--- src/gpio_port_map.vh ---
// register offsets, reset values and field positions of the 8-bit gpio port
`ifndef GPIO_PORT_MAP_VH
`define GPIO_PORT_MAP_VH
// ==========================================================
// word offsets (byte addresses) on the wishbone bus
`define OFS_DATA_LATCH 4'h0
`define OFS_DIRECTION 4'h4
`define OFS_PULLUP 4'h8
`define OFS_STANDBY 4'hc
// ==========================================================
// reset values
`define RST_DATA_LATCH 8'h00
`define RST_DIRECTION 8'h00
`define RST_PULLUP 8'h00
`define RST_STANDBY 8'h00
// ==========================================================
// field positions
`define BIT_PIN_STATE 0
`define BIT_NO_PULLUP 2
`define BIT_PIN_FOUR 4
`define BIT_PIN_SIX 6
// ==========================================================
// pins that are open drain (mask)
`define OPEN_DRAIN_MASK 8'h00
`endif

--- src/gpio_pin_cell.v ---
// one pad cell of the port: drive, pull-up and input blocking
`timescale 1ns/10ps
module gpio_pin_cell #(
  parameter OPEN_DRAIN = 0,
  parameter HAS_PULLUP = 1,
  parameter WAKE_CAPABLE = 0
) (
  // configuration
  input wire dir,
  input wire latch,
  input wire pull_en,
  // peripheral
  input wire periph_oe,
  input wire periph_out,
  // standby
  input wire force_hiz,
  input wire wake_en,
  // pad
  input wire pad_in,
  output wire pad_out,
  output wire pad_oe,
  output wire pad_pull,
  output wire pin_level,
  output wire core_in
);
  wire drv_val;
  wire drv_en;
  wire blocked;
  // ==========================================================
  // drive path
  assign drv_val = periph_oe ? periph_out : latch;
  assign drv_en = (periph_oe | dir) & ~force_hiz;
  // open drain releases high instead of driving it
  assign pad_out = drv_val;
  assign pad_oe = drv_en & ~(OPEN_DRAIN != 0 && drv_val);
  // low output always cuts the pull-up
  assign pad_pull = (HAS_PULLUP != 0) & pull_en & ~(drv_en & ~drv_val);
  // ==========================================================
  // input path; wake pins with wake_en set stay open during forced standby
  assign blocked = force_hiz & ~((WAKE_CAPABLE != 0) & wake_en);
  assign core_in = blocked ? 1'b0 : pad_in;
  // pin level seen by reads: driven value or pad
  assign pin_level = pad_oe ? drv_val : pad_in;
endmodule // gpio_pin_cell

--- src/gpio_port.v ---
// 8-bit gpio port with direction, data latch, pull-up and standby control
//
// Added by the designer: the placing of the registers and register access over Wishbone.
`timescale 1ns/10ps
`include "gpio_port_map.vh"
module gpio_port #(
  parameter [7:0] OPEN_DRAIN = `OPEN_DRAIN_MASK
) (
  // clock and reset
  input wire CLK_SYS,
  input wire RESET,
  // wishbone slave
  input wire WB_CYC_I,
  input wire WB_STB_I,
  input wire WB_WE_I,
  input wire [3:0] WB_ADR_I,
  input wire [3:0] WB_SEL_I,
  input wire [31:0] WB_DAT_I,
  input wire RMW_QUALIFIER,
  output reg [31:0] WB_DAT_O,
  output wire WB_ACK_O,
  output wire WB_ERR_O,
  // power mode and interrupt enables
  input wire STOP_OR_WATCH,
  input wire PIN_FOUR_IRQ_EN,
  input wire PIN_SIX_IRQ_EN,
  // peripherals
  input wire [7:0] PERIPH_OE,
  input wire [7:0] PERIPH_OUT,
  output wire [7:0] PERIPH_IN,
  // pads
  input wire [7:0] PAD_IN,
  output wire [7:0] PAD_OUT,
  output wire [7:0] PAD_OE,
  output wire [7:0] PAD_PULLUP
);
  reg [7:0] latch_q;
  reg [7:0] dir_q;
  reg [7:0] pull_q;
  reg [7:0] stby_q;
  reg ack_q;
  reg [31:0] rdat_d;
  reg hit_d;
  reg [7:0] hold_oe_q;
  reg [7:0] hold_out_q;
  reg in_standby_q;
  wire [7:0] pin_level;
  wire [7:0] cell_oe;
  wire [7:0] cell_out;
  wire [7:0] port_read;
  wire req;
  wire force_hiz;
  wire [7:0] wake_en;
  wire [2:0] sel_idx;

  // ==========================================================
  // address decode; read mux and write path share one decoder
  localparam [2:0] REG_DATA = 3'h0;
  localparam [2:0] REG_DIR = 3'h1;
  localparam [2:0] REG_PULL = 3'h2;
  localparam [2:0] REG_STBY = 3'h3;
  localparam [2:0] REG_NONE = 3'h4;

  function [2:0] reg_index;
    input [3:0] adr;
    begin
      case (adr)
        `OFS_DATA_LATCH: reg_index = REG_DATA;
        `OFS_DIRECTION: reg_index = REG_DIR;
        `OFS_PULLUP: reg_index = REG_PULL;
        `OFS_STANDBY: reg_index = REG_STBY;
        default: reg_index = REG_NONE;
      endcase
    end
  endfunction

  assign sel_idx = reg_index(WB_ADR_I);

  // ==========================================================
  // bus decode
  // one wait state: ack comes one edge after the request is seen
  assign req = WB_CYC_I & WB_STB_I & ~ack_q;

  always @* begin
    hit_d = 1'b1;
    rdat_d = 32'h00000000;
    case (sel_idx)
      REG_DATA: rdat_d = {24'h000000, port_read};
      REG_DIR: rdat_d = {24'h000000, dir_q};
      REG_PULL: rdat_d = {24'h000000, pull_q};
      REG_STBY: rdat_d = {24'h000000, stby_q};
      default: hit_d = 1'b0;
    endcase
  end

  // without RMW_QUALIFIER, input pins and peripheral-driven pins read the pin, others the latch
  assign port_read = RMW_QUALIFIER ? latch_q :
    ((dir_q & ~PERIPH_OE & latch_q) | (~(dir_q & ~PERIPH_OE) & pin_level));

  always @(posedge CLK_SYS) begin
    if (RESET) begin
      ack_q <= 1'b0;
      WB_DAT_O <= 32'h00000000;
    end else begin
      ack_q <= req & hit_d;
      WB_DAT_O <= (req & hit_d & ~WB_WE_I) ? rdat_d : 32'h00000000;
    end
  end

  reg err_q;
  always @(posedge CLK_SYS) begin
    if (RESET) begin
      err_q <= 1'b0;
    end else begin
      err_q <= WB_CYC_I & WB_STB_I & ~err_q & ~ack_q & ~hit_d;
    end
  end
  assign WB_ACK_O = ack_q;
  assign WB_ERR_O = err_q;

  // ==========================================================
  // registers; only byte lane 0 holds data
  always @(posedge CLK_SYS) begin
    if (RESET) begin
      latch_q <= `RST_DATA_LATCH;
      dir_q <= `RST_DIRECTION;
      pull_q <= `RST_PULLUP;
      stby_q <= `RST_STANDBY;
    end else if (req & hit_d & WB_WE_I & WB_SEL_I[0]) begin
      case (sel_idx)
        REG_DATA: latch_q <= WB_DAT_I[7:0];
        REG_DIR: dir_q <= WB_DAT_I[7:0];
        REG_PULL: pull_q <= WB_DAT_I[7:0];
        REG_STBY: stby_q <= {7'h00, WB_DAT_I[`BIT_PIN_STATE]};
        default: stby_q <= stby_q;
      endcase
    end
  end

  // ==========================================================
  // standby: freeze peripheral drive state on entry, used when the bit is clear
  // freezing avoids glitches if peripherals change PERIPH_OE or PERIPH_OUT while stopping
  always @(posedge CLK_SYS) begin
    if (RESET) begin
      in_standby_q <= 1'b0;
      hold_oe_q <= 8'h00;
      hold_out_q <= 8'h00;
    end else begin
      in_standby_q <= STOP_OR_WATCH;
      if (STOP_OR_WATCH & ~in_standby_q) begin
        hold_oe_q <= PERIPH_OE;
        hold_out_q <= PERIPH_OUT;
      end
    end
  end

  assign force_hiz = STOP_OR_WATCH & stby_q[`BIT_PIN_STATE];
  // peripheral state kept through standby with bit clear
  assign cell_oe = (STOP_OR_WATCH & in_standby_q) ? hold_oe_q : PERIPH_OE;
  assign cell_out = (STOP_OR_WATCH & in_standby_q) ? hold_out_q : PERIPH_OUT;
  assign wake_en = {1'b0, PIN_SIX_IRQ_EN, 1'b0, PIN_FOUR_IRQ_EN, 4'h0};

  // ==========================================================
  // pin cells, bit n to pin n
  gpio_pin_cell #(
    .OPEN_DRAIN(OPEN_DRAIN[0]),
    .HAS_PULLUP(0 != `BIT_NO_PULLUP),
    .WAKE_CAPABLE(0 == `BIT_PIN_FOUR || 0 == `BIT_PIN_SIX)
  ) u_pin0 (
    .dir(dir_q[0]),
    .latch(latch_q[0]),
    .pull_en(pull_q[0]),
    .periph_oe(cell_oe[0]),
    .periph_out(cell_out[0]),
    .force_hiz(force_hiz),
    .wake_en(wake_en[0]),
    .pad_in(PAD_IN[0]),
    .pad_out(PAD_OUT[0]),
    .pad_oe(PAD_OE[0]),
    .pad_pull(PAD_PULLUP[0]),
    .pin_level(pin_level[0]),
    .core_in(PERIPH_IN[0])
  );

  gpio_pin_cell #(
    .OPEN_DRAIN(OPEN_DRAIN[1]),
    .HAS_PULLUP(1 != `BIT_NO_PULLUP),
    .WAKE_CAPABLE(1 == `BIT_PIN_FOUR || 1 == `BIT_PIN_SIX)
  ) u_pin1 (
    .dir(dir_q[1]),
    .latch(latch_q[1]),
    .pull_en(pull_q[1]),
    .periph_oe(cell_oe[1]),
    .periph_out(cell_out[1]),
    .force_hiz(force_hiz),
    .wake_en(wake_en[1]),
    .pad_in(PAD_IN[1]),
    .pad_out(PAD_OUT[1]),
    .pad_oe(PAD_OE[1]),
    .pad_pull(PAD_PULLUP[1]),
    .pin_level(pin_level[1]),
    .core_in(PERIPH_IN[1])
  );

  // pin two has no pull-up; its register bit is plain storage
  gpio_pin_cell #(
    .OPEN_DRAIN(OPEN_DRAIN[2]),
    .HAS_PULLUP(2 != `BIT_NO_PULLUP),
    .WAKE_CAPABLE(2 == `BIT_PIN_FOUR || 2 == `BIT_PIN_SIX)
  ) u_pin2 (
    .dir(dir_q[2]),
    .latch(latch_q[2]),
    .pull_en(pull_q[2]),
    .periph_oe(cell_oe[2]),
    .periph_out(cell_out[2]),
    .force_hiz(force_hiz),
    .wake_en(wake_en[2]),
    .pad_in(PAD_IN[2]),
    .pad_out(PAD_OUT[2]),
    .pad_oe(PAD_OE[2]),
    .pad_pull(PAD_PULLUP[2]),
    .pin_level(pin_level[2]),
    .core_in(PERIPH_IN[2])
  );

  gpio_pin_cell #(
    .OPEN_DRAIN(OPEN_DRAIN[3]),
    .HAS_PULLUP(3 != `BIT_NO_PULLUP),
    .WAKE_CAPABLE(3 == `BIT_PIN_FOUR || 3 == `BIT_PIN_SIX)
  ) u_pin3 (
    .dir(dir_q[3]),
    .latch(latch_q[3]),
    .pull_en(pull_q[3]),
    .periph_oe(cell_oe[3]),
    .periph_out(cell_out[3]),
    .force_hiz(force_hiz),
    .wake_en(wake_en[3]),
    .pad_in(PAD_IN[3]),
    .pad_out(PAD_OUT[3]),
    .pad_oe(PAD_OE[3]),
    .pad_pull(PAD_PULLUP[3]),
    .pin_level(pin_level[3]),
    .core_in(PERIPH_IN[3])
  );

  // pins four and six can wake the device, so their input stays open while their irq enable is set
  gpio_pin_cell #(
    .OPEN_DRAIN(OPEN_DRAIN[4]),
    .HAS_PULLUP(4 != `BIT_NO_PULLUP),
    .WAKE_CAPABLE(4 == `BIT_PIN_FOUR || 4 == `BIT_PIN_SIX)
  ) u_pin4 (
    .dir(dir_q[4]),
    .latch(latch_q[4]),
    .pull_en(pull_q[4]),
    .periph_oe(cell_oe[4]),
    .periph_out(cell_out[4]),
    .force_hiz(force_hiz),
    .wake_en(wake_en[4]),
    .pad_in(PAD_IN[4]),
    .pad_out(PAD_OUT[4]),
    .pad_oe(PAD_OE[4]),
    .pad_pull(PAD_PULLUP[4]),
    .pin_level(pin_level[4]),
    .core_in(PERIPH_IN[4])
  );

  gpio_pin_cell #(
    .OPEN_DRAIN(OPEN_DRAIN[5]),
    .HAS_PULLUP(5 != `BIT_NO_PULLUP),
    .WAKE_CAPABLE(5 == `BIT_PIN_FOUR || 5 == `BIT_PIN_SIX)
  ) u_pin5 (
    .dir(dir_q[5]),
    .latch(latch_q[5]),
    .pull_en(pull_q[5]),
    .periph_oe(cell_oe[5]),
    .periph_out(cell_out[5]),
    .force_hiz(force_hiz),
    .wake_en(wake_en[5]),
    .pad_in(PAD_IN[5]),
    .pad_out(PAD_OUT[5]),
    .pad_oe(PAD_OE[5]),
    .pad_pull(PAD_PULLUP[5]),
    .pin_level(pin_level[5]),
    .core_in(PERIPH_IN[5])
  );

  gpio_pin_cell #(
    .OPEN_DRAIN(OPEN_DRAIN[6]),
    .HAS_PULLUP(6 != `BIT_NO_PULLUP),
    .WAKE_CAPABLE(6 == `BIT_PIN_FOUR || 6 == `BIT_PIN_SIX)
  ) u_pin6 (
    .dir(dir_q[6]),
    .latch(latch_q[6]),
    .pull_en(pull_q[6]),
    .periph_oe(cell_oe[6]),
    .periph_out(cell_out[6]),
    .force_hiz(force_hiz),
    .wake_en(wake_en[6]),
    .pad_in(PAD_IN[6]),
    .pad_out(PAD_OUT[6]),
    .pad_oe(PAD_OE[6]),
    .pad_pull(PAD_PULLUP[6]),
    .pin_level(pin_level[6]),
    .core_in(PERIPH_IN[6])
  );

  gpio_pin_cell #(
    .OPEN_DRAIN(OPEN_DRAIN[7]),
    .HAS_PULLUP(7 != `BIT_NO_PULLUP),
    .WAKE_CAPABLE(7 == `BIT_PIN_FOUR || 7 == `BIT_PIN_SIX)
  ) u_pin7 (
    .dir(dir_q[7]),
    .latch(latch_q[7]),
    .pull_en(pull_q[7]),
    .periph_oe(cell_oe[7]),
    .periph_out(cell_out[7]),
    .force_hiz(force_hiz),
    .wake_en(wake_en[7]),
    .pad_in(PAD_IN[7]),
    .pad_out(PAD_OUT[7]),
    .pad_oe(PAD_OE[7]),
    .pad_pull(PAD_PULLUP[7]),
    .pin_level(pin_level[7]),
    .core_in(PERIPH_IN[7])
  );
endmodule // gpio_port

--- config.mk ---
export PLATFORM = sky130hd
export DESIGN_NAME = gpio_port
export DESIGN_NICKNAME = d
export VERILOG_FILES = /design/src/gpio_pin_cell.v /design/src/gpio_port.v
export VERILOG_INCLUDE_DIRS = /design/src
export SDC_FILE = /design/constraint.sdc
export NUM_CORES = 1
export LEC_CHECK = 0
export ABC_AREA = 1
export ABC_CLOCK_PERIOD_IN_PS = 4600
export CORE_ASPECT_RATIO = 0.8
export CORE_MARGIN = 1
export CORE_UTILIZATION = 60
export DETAILED_ROUTE_END_ITERATION = 12
export DONT_BUFFER_PORTS = 1
export PLACE_DENSITY = 0.72
export SETUP_SLACK_MARGIN = 0.15
export SYNTH_ARGS = -nofsm -noshare
export SYNTH_HDL_FRONTEND = slang
export SYNTH_SLANG_ARGS = --single-unit
--- constraint.sdc ---
create_clock -name CLK_SYS -period 4.6 [get_ports CLK_SYS]
set_input_delay 0.92 -clock CLK_SYS [delete_from_list [all_inputs] [get_ports CLK_SYS]]
set_output_delay 0.92 -clock CLK_SYS [all_outputs]
set_load 0.02 [all_outputs]
==> results.md, run 1 <==
- The number of hold buffers added after cts is 0.
- The top cell types in the final layout, fill and taps aside, are 82 x sky130_fd_sc_hd__nand2_1, 57 x sky130_fd_sc_hd__inv_1, 52 x sky130_fd_sc_hd__dfxtp_1.
- The number of enable flip-flop cells after synthesis is 0.
- CTS saw 52 sinks.
- The ratio of cells with drive above 1 in the final layout is 5.53%.
- Counting the fill cells in the layout gives 516.
- The clock arrives with 0.00225 ns of skew.
- The source-to-sink clock delay at the later pin of the worst-skew pair is 0.31 ns.
- The final-report hold violation count came to 0.
- The Yosys step of the flow raised 0 warnings.
- The cell leakage power is 1.34 nW.
- The tightest min-delay check is of the reg2reg type.
- STA classifies the critical path endpoint as an output port.
- The total die area is 0.00562 mm^2.
- In this run the power spent charging and discharging nets is 0.000254 W.
- The share of synthesized flip-flops with an asynchronous set or reset is 0%.
- The number of antenna violations at the first check in global routing was 0.
- The summed negative setup slack over all endpoints is 0 ns.
- Cells fill 57.8% of the core in the end.
- The overall global routing resource usage is 26.3%.
- Headroom to the max-slew limit came out at 30.7%.
- The first-pass GRT wire length is 11400 um.
- The finished layout cell area is 0.00293 mm^2.
- The time the final worst path needs with I/O delays and setup is 3.26 ns.
- In this run the core area contains 23 standard-cell rows.
- The number of top-level design ports is 139.
- Setup violations remaining at the end of the flow were counted as 0.
- The max-slew violation count was 0.
- The clock-pin slew of the registers on the worst-case setup and hold paths is 0.09 ns.
- Global routing finished with a remaining overflow of 0.
- The number of nets at the end of the flow is 506.
- Traced cell by cell, the critical path runs through nand2_4 > nand2_1 > nand3_1 > nand2_1 > inv_1 > a31oi_1.
- The cell at the root of the clock tree is sky130_fd_sc_hd__clkbuf_8.
- Synthesis instantiated 27 different standard cells from the library.
- The cell with the most instances on the worst path is sky130_fd_sc_hd__nand2_1.
- The average wire per cell in the routed design is 14.6 um.
- Setup repair after global routing left no endpoint under its margin.
- At the worst endpoint, the required time is 3.68 ns.
- The total wire length after detailed routing is 7240 um.
- The H-tree level count is 2.
- The total iterations of the first detailed-routing run is 5.
- After clock tree synthesis, the repair step resized 0 gates.
- The pin count of the biggest net entering global routing is 42.
- In this run the worst path has a maximum fanout of 18.
- In this run the remaining antenna-violating nets after routing total 0.
- Compared with the post-synthesis result, the final layout area differs by -8.31%.
- The clock passes through at most 2 buffers.
- From bottom edge to top edge, the die measures 67.2 um.
- The starting density of the core is 63.0%.
- Of the total power, the share spent switching nets is 29.4%.
- The synthesized netlist occupies a cell area of 0.00319 mm^2.
- The number of global-route vias before repair is 2463.
- Combinational logic is responsible for 14.3% of the overall power.
- The part of the total power dissipated in the clock network is 31.3%.
- The maximum vdd drop is 0.147 mV.
- Summing all placed instances gives a cell area of 0.00283 mm^2.
- The maximum clock rate is 307 MHz.
- The mean cell area of the mapped netlist is 6.73 um^2.
- The number of synthesized register bits is 52.
- The register share of total power is 54.5%.
- The tightest hold path in the finished design has a slack of 0.523 ns.
- The clock tree from TritonCTS is built.
- The count of unresolved DRC violations after routing is 0.
- The total internal power is 0.000610 W.
- For this block, the initial DRC count from the detailed router was 96.
- The global placement routability congestion is 0.864.
- The share of the yosys chip area belonging to registers is 32.6%.
- The routed layout has 2704 vias.
- Dividing the detail-routed via count by the number of cells gives 5.45.
- The fraction of the cycle the final worst path needs is 70.9%.
- For this run, the slowest stage of the critical path takes 0.84 ns.
- The number of buffers added on ports is 0.
- The slew at the pin closest to its max-slew limit is 1.04 ns.
- The HPWL after detailed placement is 5050 um.
- Across all setup checks in the final design, the least slack found is 1.34 ns.
- The number of diodes is 0.
- Once the clock tree was built, the setup fixing pass inserted 0 buffers.
- Leaving out fill and tap cells, the most frequent cell in the layout is sky130_fd_sc_hd__nand2_1.
- The total power per unit cell area is 295 mW/mm^2.
- The worst setup path is launched from a flop.
- The critical path is of the reg2out type.
- The cell type of the slowest stage on the worst timing path is sky130_fd_sc_hd__dfxtp_1.
- The run finished with clean final reports.
- Timing analysis after detailed placement gives a worst setup slack of 1.65 ns.
- Across the run, the number of max-cap violations was 0.
- The number of clock buffers added by TritonCTS is 5.
- The worst endpoint data arrival time is 2.34 ns.
- The die boundary width is 83.5 um.
- The prevailing post-synth register cell is sky130_fd_sc_hd__dfxtp_1.
- The post-synthesis cell count is 474.
- The core footprint is 0.00506 mm^2.
==> layer usage <==
| layer | GRT usage, % | wire (um) |
|---|---|---|
| met1 | 31.5 | 3220 |
| met2 | 46.8 | 3330 |
| met3 | 6.97 | 602 |
| met4 | 8.47 | 86 |
| met5 | 0 | 0 |
==> synthesized netlist by cell type, types with 2 or more instances <==
master / count / share of area [%]
sky130_fd_sc_hd__dfxtp_1: 52 / 33
sky130_fd_sc_hd__nor2_1: 44 / 5.2
sky130_fd_sc_hd__a31oi_1: 7 / 1.4
sky130_fd_sc_hd__clkbuf_1: 5 / 0.59
sky130_fd_sc_hd__nand3_1: 41 / 6.4
sky130_fd_sc_hd__inv_2: 4 / 0.47
sky130_fd_sc_hd__nor2_4: 5 / 1.8
sky130_fd_sc_hd__o21ai_1: 6 / 0.94
sky130_fd_sc_hd__buf_6: 3 / 1.1
sky130_fd_sc_hd__buf_4: 61 / 14
sky130_fd_sc_hd__nand2_1: 82 / 9.6
sky130_fd_sc_hd__o22ai_1: 8 / 1.6
sky130_fd_sc_hd__buf_2: 3 / 0.47
sky130_fd_sc_hd__o21a_1: 2 / 0.47
sky130_fd_sc_hd__a21oi_1: 47 / 7.4
sky130_fd_sc_hd__o21ai_0: 35 / 5.5
sky130_fd_sc_hd__inv_1: 57 / 6.7
sky130_fd_sc_hd__nand3_2: 3 / 0.94
==> power by group through the flow <==
stage          combinational, W  clock, W  sequential [W]
6_report               0.000123  0.000270        0.000471
3_3_place_gp           0.000120         0        0.000480
3_5_place_dp           0.000122         0        0.000481
2_1_floorplan          0.000149         0        0.000477
4_1_cts                0.000122  0.000276        0.000470
5_1_grt                0.000138  0.000295        0.000472
==> kinds of logic (layout without fill, tap and decap cells) <==
family	Yosys count	count (layout)	synth area share, %
simple gates	181	181	26.0
flops	52	52	32.6
compound gates	106	106	17.5
other cells	1	25	0.118
buf+inv	134	70	23.8
==> cell type report <==
class,count,area [um^2],share of cell area (%)
Sequential cell,52,1040,35.6
Inverter,62,233,7.96
Clock inverter,2,10.0,0.342
Multi-Input combinational cell,312,1480,50.6
Clock buffer,6,82.6,2.82
Tap cell,62,77.6,2.65
==> worst max-delay path: cells and delay by family (launching register included) <==
| kind | cells | cell delay, ns |
|---|---|---|
| flops | 1 | 0.84 |
| buf+inv | 1 | 0.15 |
| compound gates | 1 | 0.42 |
| simple gates | 4 | 0.63 |
==> flip-flops by register name, summed over array words and instances, names as in the netlist <==
name	count
dir_q	8
WB_ERR_O	1
stby_q	1
in_standby_q	1
latch_q	8
pull_q	8
WB_ACK_O	1
WB_DAT_O	8
hold_out_q	8
hold_oe_q	8
==> final timing paths <==
path                               from                         end  slack, ns  cells past startpoint
max reg2reg     in_standby_q$_SDFF_PP0_  hold_out_q[3]$_SDFFE_PP0P_       2.34                      4
min reg2reg  hold_out_q[6]$_SDFFE_PP0P_  hold_out_q[6]$_SDFFE_PP0P_       0.52                      2
max             in_standby_q$_SDFF_PP0_               PAD_PULLUP[5]       1.34                      6
min          hold_out_q[6]$_SDFFE_PP0P_  hold_out_q[6]$_SDFFE_PP0P_       0.52                      2
==> metrics by stage <==
stage	std cells	total power, W
finish	496	0.000864
global route	496	0.000906
CTS	496	0.000868
detailed placement	488	0.000603
floorplan	498	0.000626
global placement	488	0.000600
Power figures use the tool's default switching activity.
==> run 2: changes to the inputs <==
--- a/config.mk
+++ b/config.mk
@@ -7,13 +7,13 @@
 export NUM_CORES = 1
 export LEC_CHECK = 0
 export ABC_AREA = 1
-export ABC_CLOCK_PERIOD_IN_PS = 4600
+export ABC_CLOCK_PERIOD_IN_PS = 2950
 export CORE_ASPECT_RATIO = 0.8
 export CORE_MARGIN = 1
-export CORE_UTILIZATION = 60
+export CORE_UTILIZATION = 57
 export DETAILED_ROUTE_END_ITERATION = 12
 export DONT_BUFFER_PORTS = 1
-export PLACE_DENSITY = 0.72
+export PLACE_DENSITY = 0.71
 export SETUP_SLACK_MARGIN = 0.15
 export SYNTH_ARGS = -nofsm -noshare
 export SYNTH_HDL_FRONTEND = slang
==> constraint.sdc (replaced) <==
create_clock -name CLK_SYS -period 2.95 [get_ports CLK_SYS]
set_input_delay 0.59 -clock CLK_SYS [delete_from_list [all_inputs] [get_ports CLK_SYS]]
set_output_delay 0.59 -clock CLK_SYS [all_outputs]
set_load 0.02 [all_outputs]
==> results.md, run 2 (same netlist as run 1, synthesis figures left out) <==
- The maximum root-to-sink buffer count is 2 (unchanged).
- The biggest cell delay along the critical path is 0.44 ns (was 0.84 ns).
- The met3 capacity usage during global routing is 5.48% (was 6.97%).
- Setup repair after global routing missed its margin: no (unchanged).
- The post-layout utilization of the core is 56.8% (was 57.8%).
- Critical path cell sequence: nand2_1 > nand2_1 > inv_1 > a31oi_1 (was nand2_4 > nand2_1 > nand3_1 > nand2_1 > inv_1 > a31oi_1).
- The highest net fanout along the worst path came to 11 (was 18).
- After layout, the worst path uses 82.5% of the clock period.
- The finished layout cell area came to 0.00296 mm^2 (was 0.00293 mm^2).
- Based on the critical path, the design can be clocked at up to 411 MHz.
- The total overflow reported by the global router is 0 (unchanged).
- The required arrival time at the worst endpoint is 2.36 ns (was 3.68 ns).
- The die height was 68.9 um (was 67.2 um).
- The number of nets with antenna violations after routing is 0 (unchanged).
- The total power per unit cell area came to 456 mW/mm^2 (was 295 mW/mm^2).
- The hold slack came to 0.349 ns (was 0.523 ns).
- The average wire per cell in the routed design came to 14.2 um (was 14.6 um).
- The TritonCTS sink count came to 52 (unchanged).
- The final-report setup violation count is 0 (unchanged).
- The met2 global-route usage is 46.2% (was 46.8%).
- The H-tree level count is 2 (unchanged).
- The number of cells upsized or downsized after cts came to 0 (unchanged).
- The source-to-sink clock delay at the later pin of the worst-skew pair was 0.30 ns (was 0.31 ns).
- The starting density of the core is 61.3% (was 63.0%).
- The row count is 23 (unchanged).
- The total via count in the routed design is 2713 (was 2704).
- The pin count of the biggest net entering global routing is 42 (unchanged).
- The post-route clock skew came to 0.00500 ns (was 0.00225 ns).
- The cell with the most instances on the worst path is sky130_fd_sc_hd__nand2_1 (unchanged).
- The total iterations of the first detailed-routing run came to 4 (was 5).
- The met1 global-route usage came to 31.2% (was 31.5%).
- The layout overhead on the synthesized area is -7.29% (was -8.31%).
- The cell type of the slowest stage on the worst timing path is sky130_fd_sc_hd__a31oi_1 (was sky130_fd_sc_hd__dfxtp_1).
- The setup slack after layout came to 0.515 ns (was 1.34 ns).
- The total die area is 0.00590 mm^2 (was 0.00562 mm^2).
- The worst slack at placement is 0.631 ns (was 1.65 ns).
- The clock-pin slew of the registers on the worst-case setup and hold paths is 0.09 ns (about the same).
- The cell at the root of the clock tree is sky130_fd_sc_hd__clkbuf_8 (unchanged).
- The number of top-level design ports is 139 (unchanged).
- The total wire length after detailed routing is 7280 um (was 7240 um).
- The number of filler cells placed in the layout is 533 (was 516).
- The cell family with the largest share of critical-path delay is simple AND/OR/NAND/NOR gates (was flip-flops).
- The cell leakage power is 1.35 nW (was 1.34 nW).
- The startpoint of the worst register-to-register path is in_standby_q$_SDFF_PP0_ (unchanged).
- For the finished layout, the period the worst path requires is 2.43 ns.
- The number of hold buffers added after cts was 0 (unchanged).
- Result of the run: finished, final reports clean (unchanged).
- The start point of the worst hold path is RESET (was hold_out_q[6]$_SDFFE_PP0P_).
- The die boundary width is 85.6 um (was 83.5 um).
- The post-CTS setup buffer count is 0 (unchanged).
- The number of global-route vias before repair is 2428 (was 2463).
- The number of diodes was 0 (unchanged).
- The commonest non-fill, non-tap cell in the layout is sky130_fd_sc_hd__nand2_1 (unchanged).
- The element type at the critical path start is a flop (unchanged).
- The endpoint kind of the worst setup timing path is an output port (unchanged).
- The final-report hold violation count was 0 (unchanged).
- The launch point of the critical path is stby_q[0]$_SDFFE_PP0P_ (was in_standby_q$_SDFF_PP0_).
- The number of buffers added on ports is 0 (unchanged).
- The detailed router's first-iteration violation count was 148 (was 96).
- The clock tree from TritonCTS is built (unchanged).
- The HPWL reported at the end of detailed placement is 4980 um (was 5050 um).
- The count of unresolved DRC violations after routing came to 0 (unchanged).
- The worst endpoint data arrival time is 1.84 ns (was 2.34 ns).
- The maximum vdd drop is 0.277 mV (was 0.147 mV).
- The instance area after placement came to 0.00286 mm^2 (was 0.00283 mm^2).
- Commonest non-fill, non-tap cells in the layout: 82 x sky130_fd_sc_hd__nand2_1, 57 x sky130_fd_sc_hd__inv_1, 52 x sky130_fd_sc_hd__dfxtp_1 (unchanged).
- The global placement routability congestion is 0.855 (was 0.864).
- The category of the critical setup timing path is reg2out (unchanged).
- The headroom to the max-slew limit came to 32.9% (was 30.7%).
- The critical path buffer and inverter count was 1 (unchanged).
- The slew at the pin closest to its max-slew limit is 1.01 ns (was 1.04 ns).
- The ratio of cells with drive above 1 in the final layout was 5.73% (was 5.53%).
- The first-pass GRT wire length came to 11500 um (was 11400 um).
- The max-slew violation count is 0 (unchanged).
- The overall global routing resource usage is 25.5% (was 26.3%).
- The post-detailed-route via-to-cell ratio is 5.31 (was 5.45).
- The number of nets at the end of the flow is 508 (was 506).
- The CTS buffer count came to 5 (unchanged).
- The max-cap violation count is 0 (unchanged).
- The number of antenna violations at the first check in global routing is 0 (unchanged).
- The summed negative setup slack over all endpoints is 0 ns (unchanged).
- The core footprint is 0.00521 mm^2 (was 0.00506 mm^2).
- The most used routing layer in global routing is met2 (unchanged).
- The path type of the worst min-delay path is in2reg (was reg2reg).
==> run 2: cell types whose count changed in the layout (fill, tap and decap cells not counted), sizes merged <==
cell and delta:
clkinv -2, clkinvlp +1, buf +2, clkbuf +1
==> run 2: worst paths after layout <==
| check | end | slack [ns] | cells after the start |
|---|---|---|---|
| setup / recovery | PAD_PULLUP[5] | 0.52 | 4 |
| hold / removal | in_standby_q$_SDFF_PP0_ | 0.35 | 1 |
| setup reg to reg | WB_DAT_O[2]$_SDFF_PP0_ | 1.34 | 9 |
| hold reg to reg | pull_q[7]$_SDFFE_PP0P_ | 0.53 | 2 |
==> run 2: power breakdown <==
part	internal [W]	leakage (nW)	switching, W
sequential	0.000720	0.423	0.00000972
clock	0.000191	0.0445	0.000229
combinational	0.0000452	0.879	0.000153
==> run 2: area by class of cell <==
| class | count | area, um^2 | area share (%) |
|---|---|---|---|
| multi-input combinational | 312 | 1480 | 50.1 |
| inverter | 62 | 233 | 7.87 |
| sequential | 52 | 1040 | 35.2 |
| timing repair buffer | 2 | 15.0 | 0.508 |
| clock buffer | 7 | 86.3 | 2.92 |
| tap | 75 | 93.8 | 3.17 |
| clock inverter | 1 | 7.51 | 0.254 |
==> run 2: per-stage QoR <==
stage / total power (W) / instances
2_1_floorplan: 0.000976 / 498
3_3_place_gp: 0.000938 / 503
3_5_place_dp: 0.000941 / 503
4_1_cts: 0.00136 / 511
5_1_grt: 0.00141 / 511
6_report: 0.00135 / 511
==> run 2: layer usage <==
metal	wire, um	vias to the layer above
li1	-	1364
met1	3180	1213
met2	3350	126
met3	625	10
met4	129	0
met5	0	-
==> run 3: changes to the inputs <==
--- a/config.mk
+++ b/config.mk
@@ -6,14 +6,14 @@
 export SDC_FILE = /design/constraint.sdc
 export NUM_CORES = 1
 export LEC_CHECK = 0
-export ABC_AREA = 1
-export ABC_CLOCK_PERIOD_IN_PS = 2950
+export ABC_AREA = 0
+export ABC_CLOCK_PERIOD_IN_PS = 2400
 export CORE_ASPECT_RATIO = 0.8
 export CORE_MARGIN = 1
-export CORE_UTILIZATION = 57
+export CORE_UTILIZATION = 60
 export DETAILED_ROUTE_END_ITERATION = 12
 export DONT_BUFFER_PORTS = 1
-export PLACE_DENSITY = 0.71
+export PLACE_DENSITY = 0.72
 export SETUP_SLACK_MARGIN = 0.15
 export SYNTH_ARGS = -nofsm -noshare
 export SYNTH_HDL_FRONTEND = slang
==> constraint.sdc (replaced) <==
create_clock -name CLK_SYS -period 2.4 [get_ports CLK_SYS]
set_input_delay 0.48 -clock CLK_SYS [delete_from_list [all_inputs] [get_ports CLK_SYS]]
set_output_delay 0.48 -clock CLK_SYS [all_outputs]
set_load 0.02 [all_outputs]
==> results.md, run 3 <==
- The total wire length after detailed routing is 7760 um (was 7280 um).
- The adder-cell share of the synthesized area was 0% (unchanged).
- The post-route clock skew is 0.00744 ns (was 0.00500 ns).
- The commonest non-fill, non-tap cell in the layout is sky130_fd_sc_hd__nand2_1 (unchanged).
- The source-to-sink clock delay at the later pin of the worst-skew pair is 0.31 ns (was 0.30 ns).
- The detailed router's first-iteration violation count came to 174 (was 148).
- The starting density of the core is 63.8% (was 61.3%).
- The max-cap violation count is 0 (unchanged).
- The total die area is 0.00575 mm^2 (was 0.00590 mm^2).
- The CTS buffer count came to 5 (unchanged).
- The total iterations of the first detailed-routing run was 9 (was 4).
- The number of antenna violations at the first check in global routing is 0 (unchanged).
- The HPWL reported at the end of detailed placement was 5230 um (was 4980 um).
- Cell types with the highest counts after synthesis: 66 x sky130_fd_sc_hd__nand2_1, 56 x sky130_fd_sc_hd__buf_4, 52 x sky130_fd_sc_hd__dfxtp_1, 51 x sky130_fd_sc_hd__a21oi_1, 24 x sky130_fd_sc_hd__inv_1 (was 82 x sky130_fd_sc_hd__nand2_1, 61 x sky130_fd_sc_hd__buf_4, 57 x sky130_fd_sc_hd__inv_1, 52 x sky130_fd_sc_hd__dfxtp_1, 47 x sky130_fd_sc_hd__a21oi_1).
- The pin count of the biggest net entering global routing came to 45 (was 42).
- The number of filler cells placed in the layout was 463 (was 533).
- The first-pass GRT wire length is 11700 um (was 11500 um).
- The clock tree from TritonCTS is built (unchanged).
- The post-layout utilization of the core is 62.2% (was 56.8%).
- The max-slew violation count is 0 (unchanged).
- The most common cell in the netlist is sky130_fd_sc_hd__nand2_1 (unchanged).
- The cell at the root of the clock tree is sky130_fd_sc_hd__clkbuf_8 (unchanged).
- The cell type of the slowest stage on the worst timing path is sky130_fd_sc_hd__dfxtp_4 (was sky130_fd_sc_hd__a31oi_1).
- The number of nets with antenna violations after routing is 0 (unchanged).
- The biggest cell delay along the critical path is 0.41 ns (was 0.44 ns).
- The highest net fanout along the worst path is 8 (was 11).
- The Yosys warning count came to 0 (unchanged).
- The H-tree level count is 2 (unchanged).
- The number of nets at the end of the flow was 452 (was 508).
- The total overflow reported by the global router came to 0 (unchanged).
- The final-report setup violation count is 0 (unchanged).
- The fraction of the cycle the final worst path needs is 93.2%.
- The total via count in the routed design is 2632 (was 2713).
- The share of the yosys chip area belonging to registers is 31.8% (was 32.6%).
- The die height is 68.0 um (was 68.9 um).
- Critical path cell sequence: nand2_8 > mux2_2 > o221a_4 > o21a_2 (was nand2_1 > nand2_1 > inv_1 > a31oi_1).
- The cell area after synthesis is 0.00327 mm^2 (was 0.00319 mm^2).
- The slew at the pin closest to its max-slew limit is 0.672 ns (was 1.01 ns).
- The number of buffers added on ports is 0 (unchanged).
- The endpoint kind of the worst setup timing path is an output port (unchanged).
- The fraction of post-synthesis cell area in the top cell type by area came to 31.8% (was 32.6%).
- The core footprint is 0.00512 mm^2 (was 0.00521 mm^2).
- The checks that failed: DRC.
- The path type of the worst min-delay path is in2reg (unchanged).
- The final-report hold violation count is 0 (unchanged).
- The ratio of cells with drive above 1 in the final layout is 13.2% (was 5.73%).
- The global placement routability congestion is 0.800 (was 0.855).
- The overall global routing resource usage is 26.3% (was 25.5%).
- The number of enable flip-flop cells after synthesis is 0 (unchanged).
- The number of diodes is 0 (unchanged).
- The average wire per cell in the routed design is 17.5 um (was 14.2 um).
- The cell leakage power is 1.27 nW (was 1.35 nW).
- The row count was 23 (unchanged).
- The post-synthesis xor/xnor area fraction is 0% (unchanged).
- The complex-gate fraction of the synthesized area came to 21.1% (was 17.5%).
- The maximum clock rate is 447 MHz.
- Cells taking the most area after synthesis: sky130_fd_sc_hd__dfxtp_1 32%, sky130_fd_sc_hd__buf_4 13%, sky130_fd_sc_hd__a21oi_1 7.8%, sky130_fd_sc_hd__nand2_1 7.6%, sky130_fd_sc_hd__mux2i_1 5.8% (was sky130_fd_sc_hd__dfxtp_1 33%, sky130_fd_sc_hd__buf_4 14%, sky130_fd_sc_hd__nand2_1 9.6%, sky130_fd_sc_hd__a21oi_1 7.4%, sky130_fd_sc_hd__inv_1 6.7%).
- The TritonCTS sink count is 52 (unchanged).
- The die boundary width is 84.5 um (was 85.6 um).
- The prevailing post-synth register cell is sky130_fd_sc_hd__dfxtp_1 (unchanged).
- Setup repair after global routing missed its margin: yes (was no).
- The total power per unit cell area is 555 mW/mm^2 (was 456 mW/mm^2).
- The summed negative setup slack over all endpoints is 0 ns (unchanged).
- The maximum root-to-sink buffer count is 2 (unchanged).
- The count of cell types in the netlist was 49 (was 27).
- The element type at the critical path start is a flop (unchanged).
- The largest area contributor in the netlist is sky130_fd_sc_hd__dfxtp_1 (unchanged).
- The maximum vdd drop came to 0.287 mV (was 0.277 mV).
- The mean cell area of the mapped netlist is 7.94 um^2 (was 6.73 um^2).
- The dominant combinational cell family by area after synthesis is compound AO/OA/AOI/OAI gates (was simple AND/OR/NAND/NOR gates).
- Commonest non-fill, non-tap cells in the layout: 66 x sky130_fd_sc_hd__nand2_1, 51 x sky130_fd_sc_hd__dfxtp_1, 51 x sky130_fd_sc_hd__a21oi_1 (was 82 x sky130_fd_sc_hd__nand2_1, 57 x sky130_fd_sc_hd__inv_1, 52 x sky130_fd_sc_hd__dfxtp_1).
- The post-synthesis cell count is 412 (was 474).
- The required arrival time at the worst endpoint is 1.92 ns (was 2.36 ns).
- The number of hold buffers added after cts is 0 (unchanged).
- The post-synthesis share of cell area spent on and, or, nand and nor gates is 19.1% (was 26.0%).
- The clock-pin slew of the registers on the worst-case setup and hold paths is 0.09 ns (about the same).
- The number of global-route vias before repair was 2398 (was 2428).
- Result of the run: finished with violations (was finished, final reports clean).
- The headroom to the max-slew limit is 55.2% (was 32.9%).
- The number of synthesized register bits came to 52 (unchanged).
- The count of unresolved DRC violations after routing was 12 (was 0).
- The worst endpoint data arrival time was 1.76 ns (was 1.84 ns).
- The time the final worst path needs with I/O delays and setup is 2.24 ns.
- The layout overhead on the synthesized area is -2.60% (was -7.29%).
- The category of the critical setup timing path is reg2out (unchanged).
- The share of synthesized flip-flops with an asynchronous set or reset is 0% (unchanged).
- The post-detailed-route via-to-cell ratio is 5.95 (was 5.31).
- The post-synthesis mux area share is 8.76% (was 0%).
- The number of top-level design ports is 139 (unchanged).
## run 3: where the power goes
| group | internal, W | switching (W) | total (W) | leakage, nW |
|---|---|---|---|---|
| clock network | 0.000310 | 0.000293 | 0.000603 | 0.0552 |
| logic | 0.0000954 | 0.000172 | 0.000267 | 0.797 |
| registers | 0.000880 | 0.0000181 | 0.000898 | 0.422 |
| total | 0.00129 | 0.000483 | 0.00177 | 1.27 |
## run 3: layer usage
| metal | vias to the layer above | part of all wire [%] | global-route usage (%) |
|---|---|---|---|
| li1 | 1262 | - | - |
| met1 | 1224 | 43 | 32.5 |
| met2 | 133 | 47 | 44.0 |
| met3 | 13 | 8.7 | 8.20 |
| met4 | 0 | 1.2 | 9.11 |
| met5 | - | 0 | 0 |
## run 3: cell families (layout without fill, tap and decap cells)
| logic type | count (synthesis) | in the layout |
|---|---|---|
| AND/OR/NAND/NOR | 133 | 134 |
| buffers and inverters | 103 | 46 |
| AO/OA/AOI/OAI | 97 | 97 |
| flip-flops | 52 | 52 |
| multiplexers | 26 | 26 |
| other | 1 | 25 |
## run 3: timing repair
item / in CTS / in global routing
gates resized for setup: 10 / 5
endpoints found under the setup margin: 11 / 6
gates cloned: 0 / 1
hold endpoints to repair: 0 / 0
buffers inserted: 0 / 1
pin swaps: 1 / 1
## run 3: path summary, 6_finish.rpt
check	from	to	slack, ns	cells after the start
min reg2reg	hold_out_q[7]$_SDFFE_PP0P_	hold_out_q[7]$_SDFFE_PP0P_	0.46	2
min	RESET	in_standby_q$_SDFF_PP0_	0.24	1
max	in_standby_q$_SDFF_PP0_	PAD_PULLUP[3]	0.16	4
max reg2reg	WB_ACK_O$_SDFF_PP0_	latch_q[3]$_SDFFE_PP0P_	0.47	6
## run 3: stage by stage
stage                     total power, W  hold slack [ns]  cell area (um^2)  setup slack [ns]  std cells
after floorplan                  0.00122            0.436              3360             0.194        436
after global placement           0.00117            0.437              3010             0.219        432
after detailed placement         0.00117            0.443              3010             0.194        432
after CTS                        0.00176            0.219              3140             0.144        440
after global routing             0.00183            0.212              3190             0.116        442
final                            0.00177            0.236              3190             0.163        442
## run 3: critical path, delay by kind of cell, from the launching register on
family	cells	cell delay (ns)
flip-flops	1	0.41
multiplexers	1	0.37
AND/OR/NAND/NOR	1	0.11
AO/OA/AOI/OAI	2	0.56
## run 3: layout make-up
cell class                 instances  area (um^2)  share of cell area (%)
clock buffer                       6         72.6                    2.28
multi-input combinational        282         1760                    55.3
clock inverter                     2         35.0                    1.10
sequential                        52         1040                    32.8
tap                               62         77.6                    2.44
timing repair buffer              14          105                    3.30
inverter                          24         90.1                    2.83
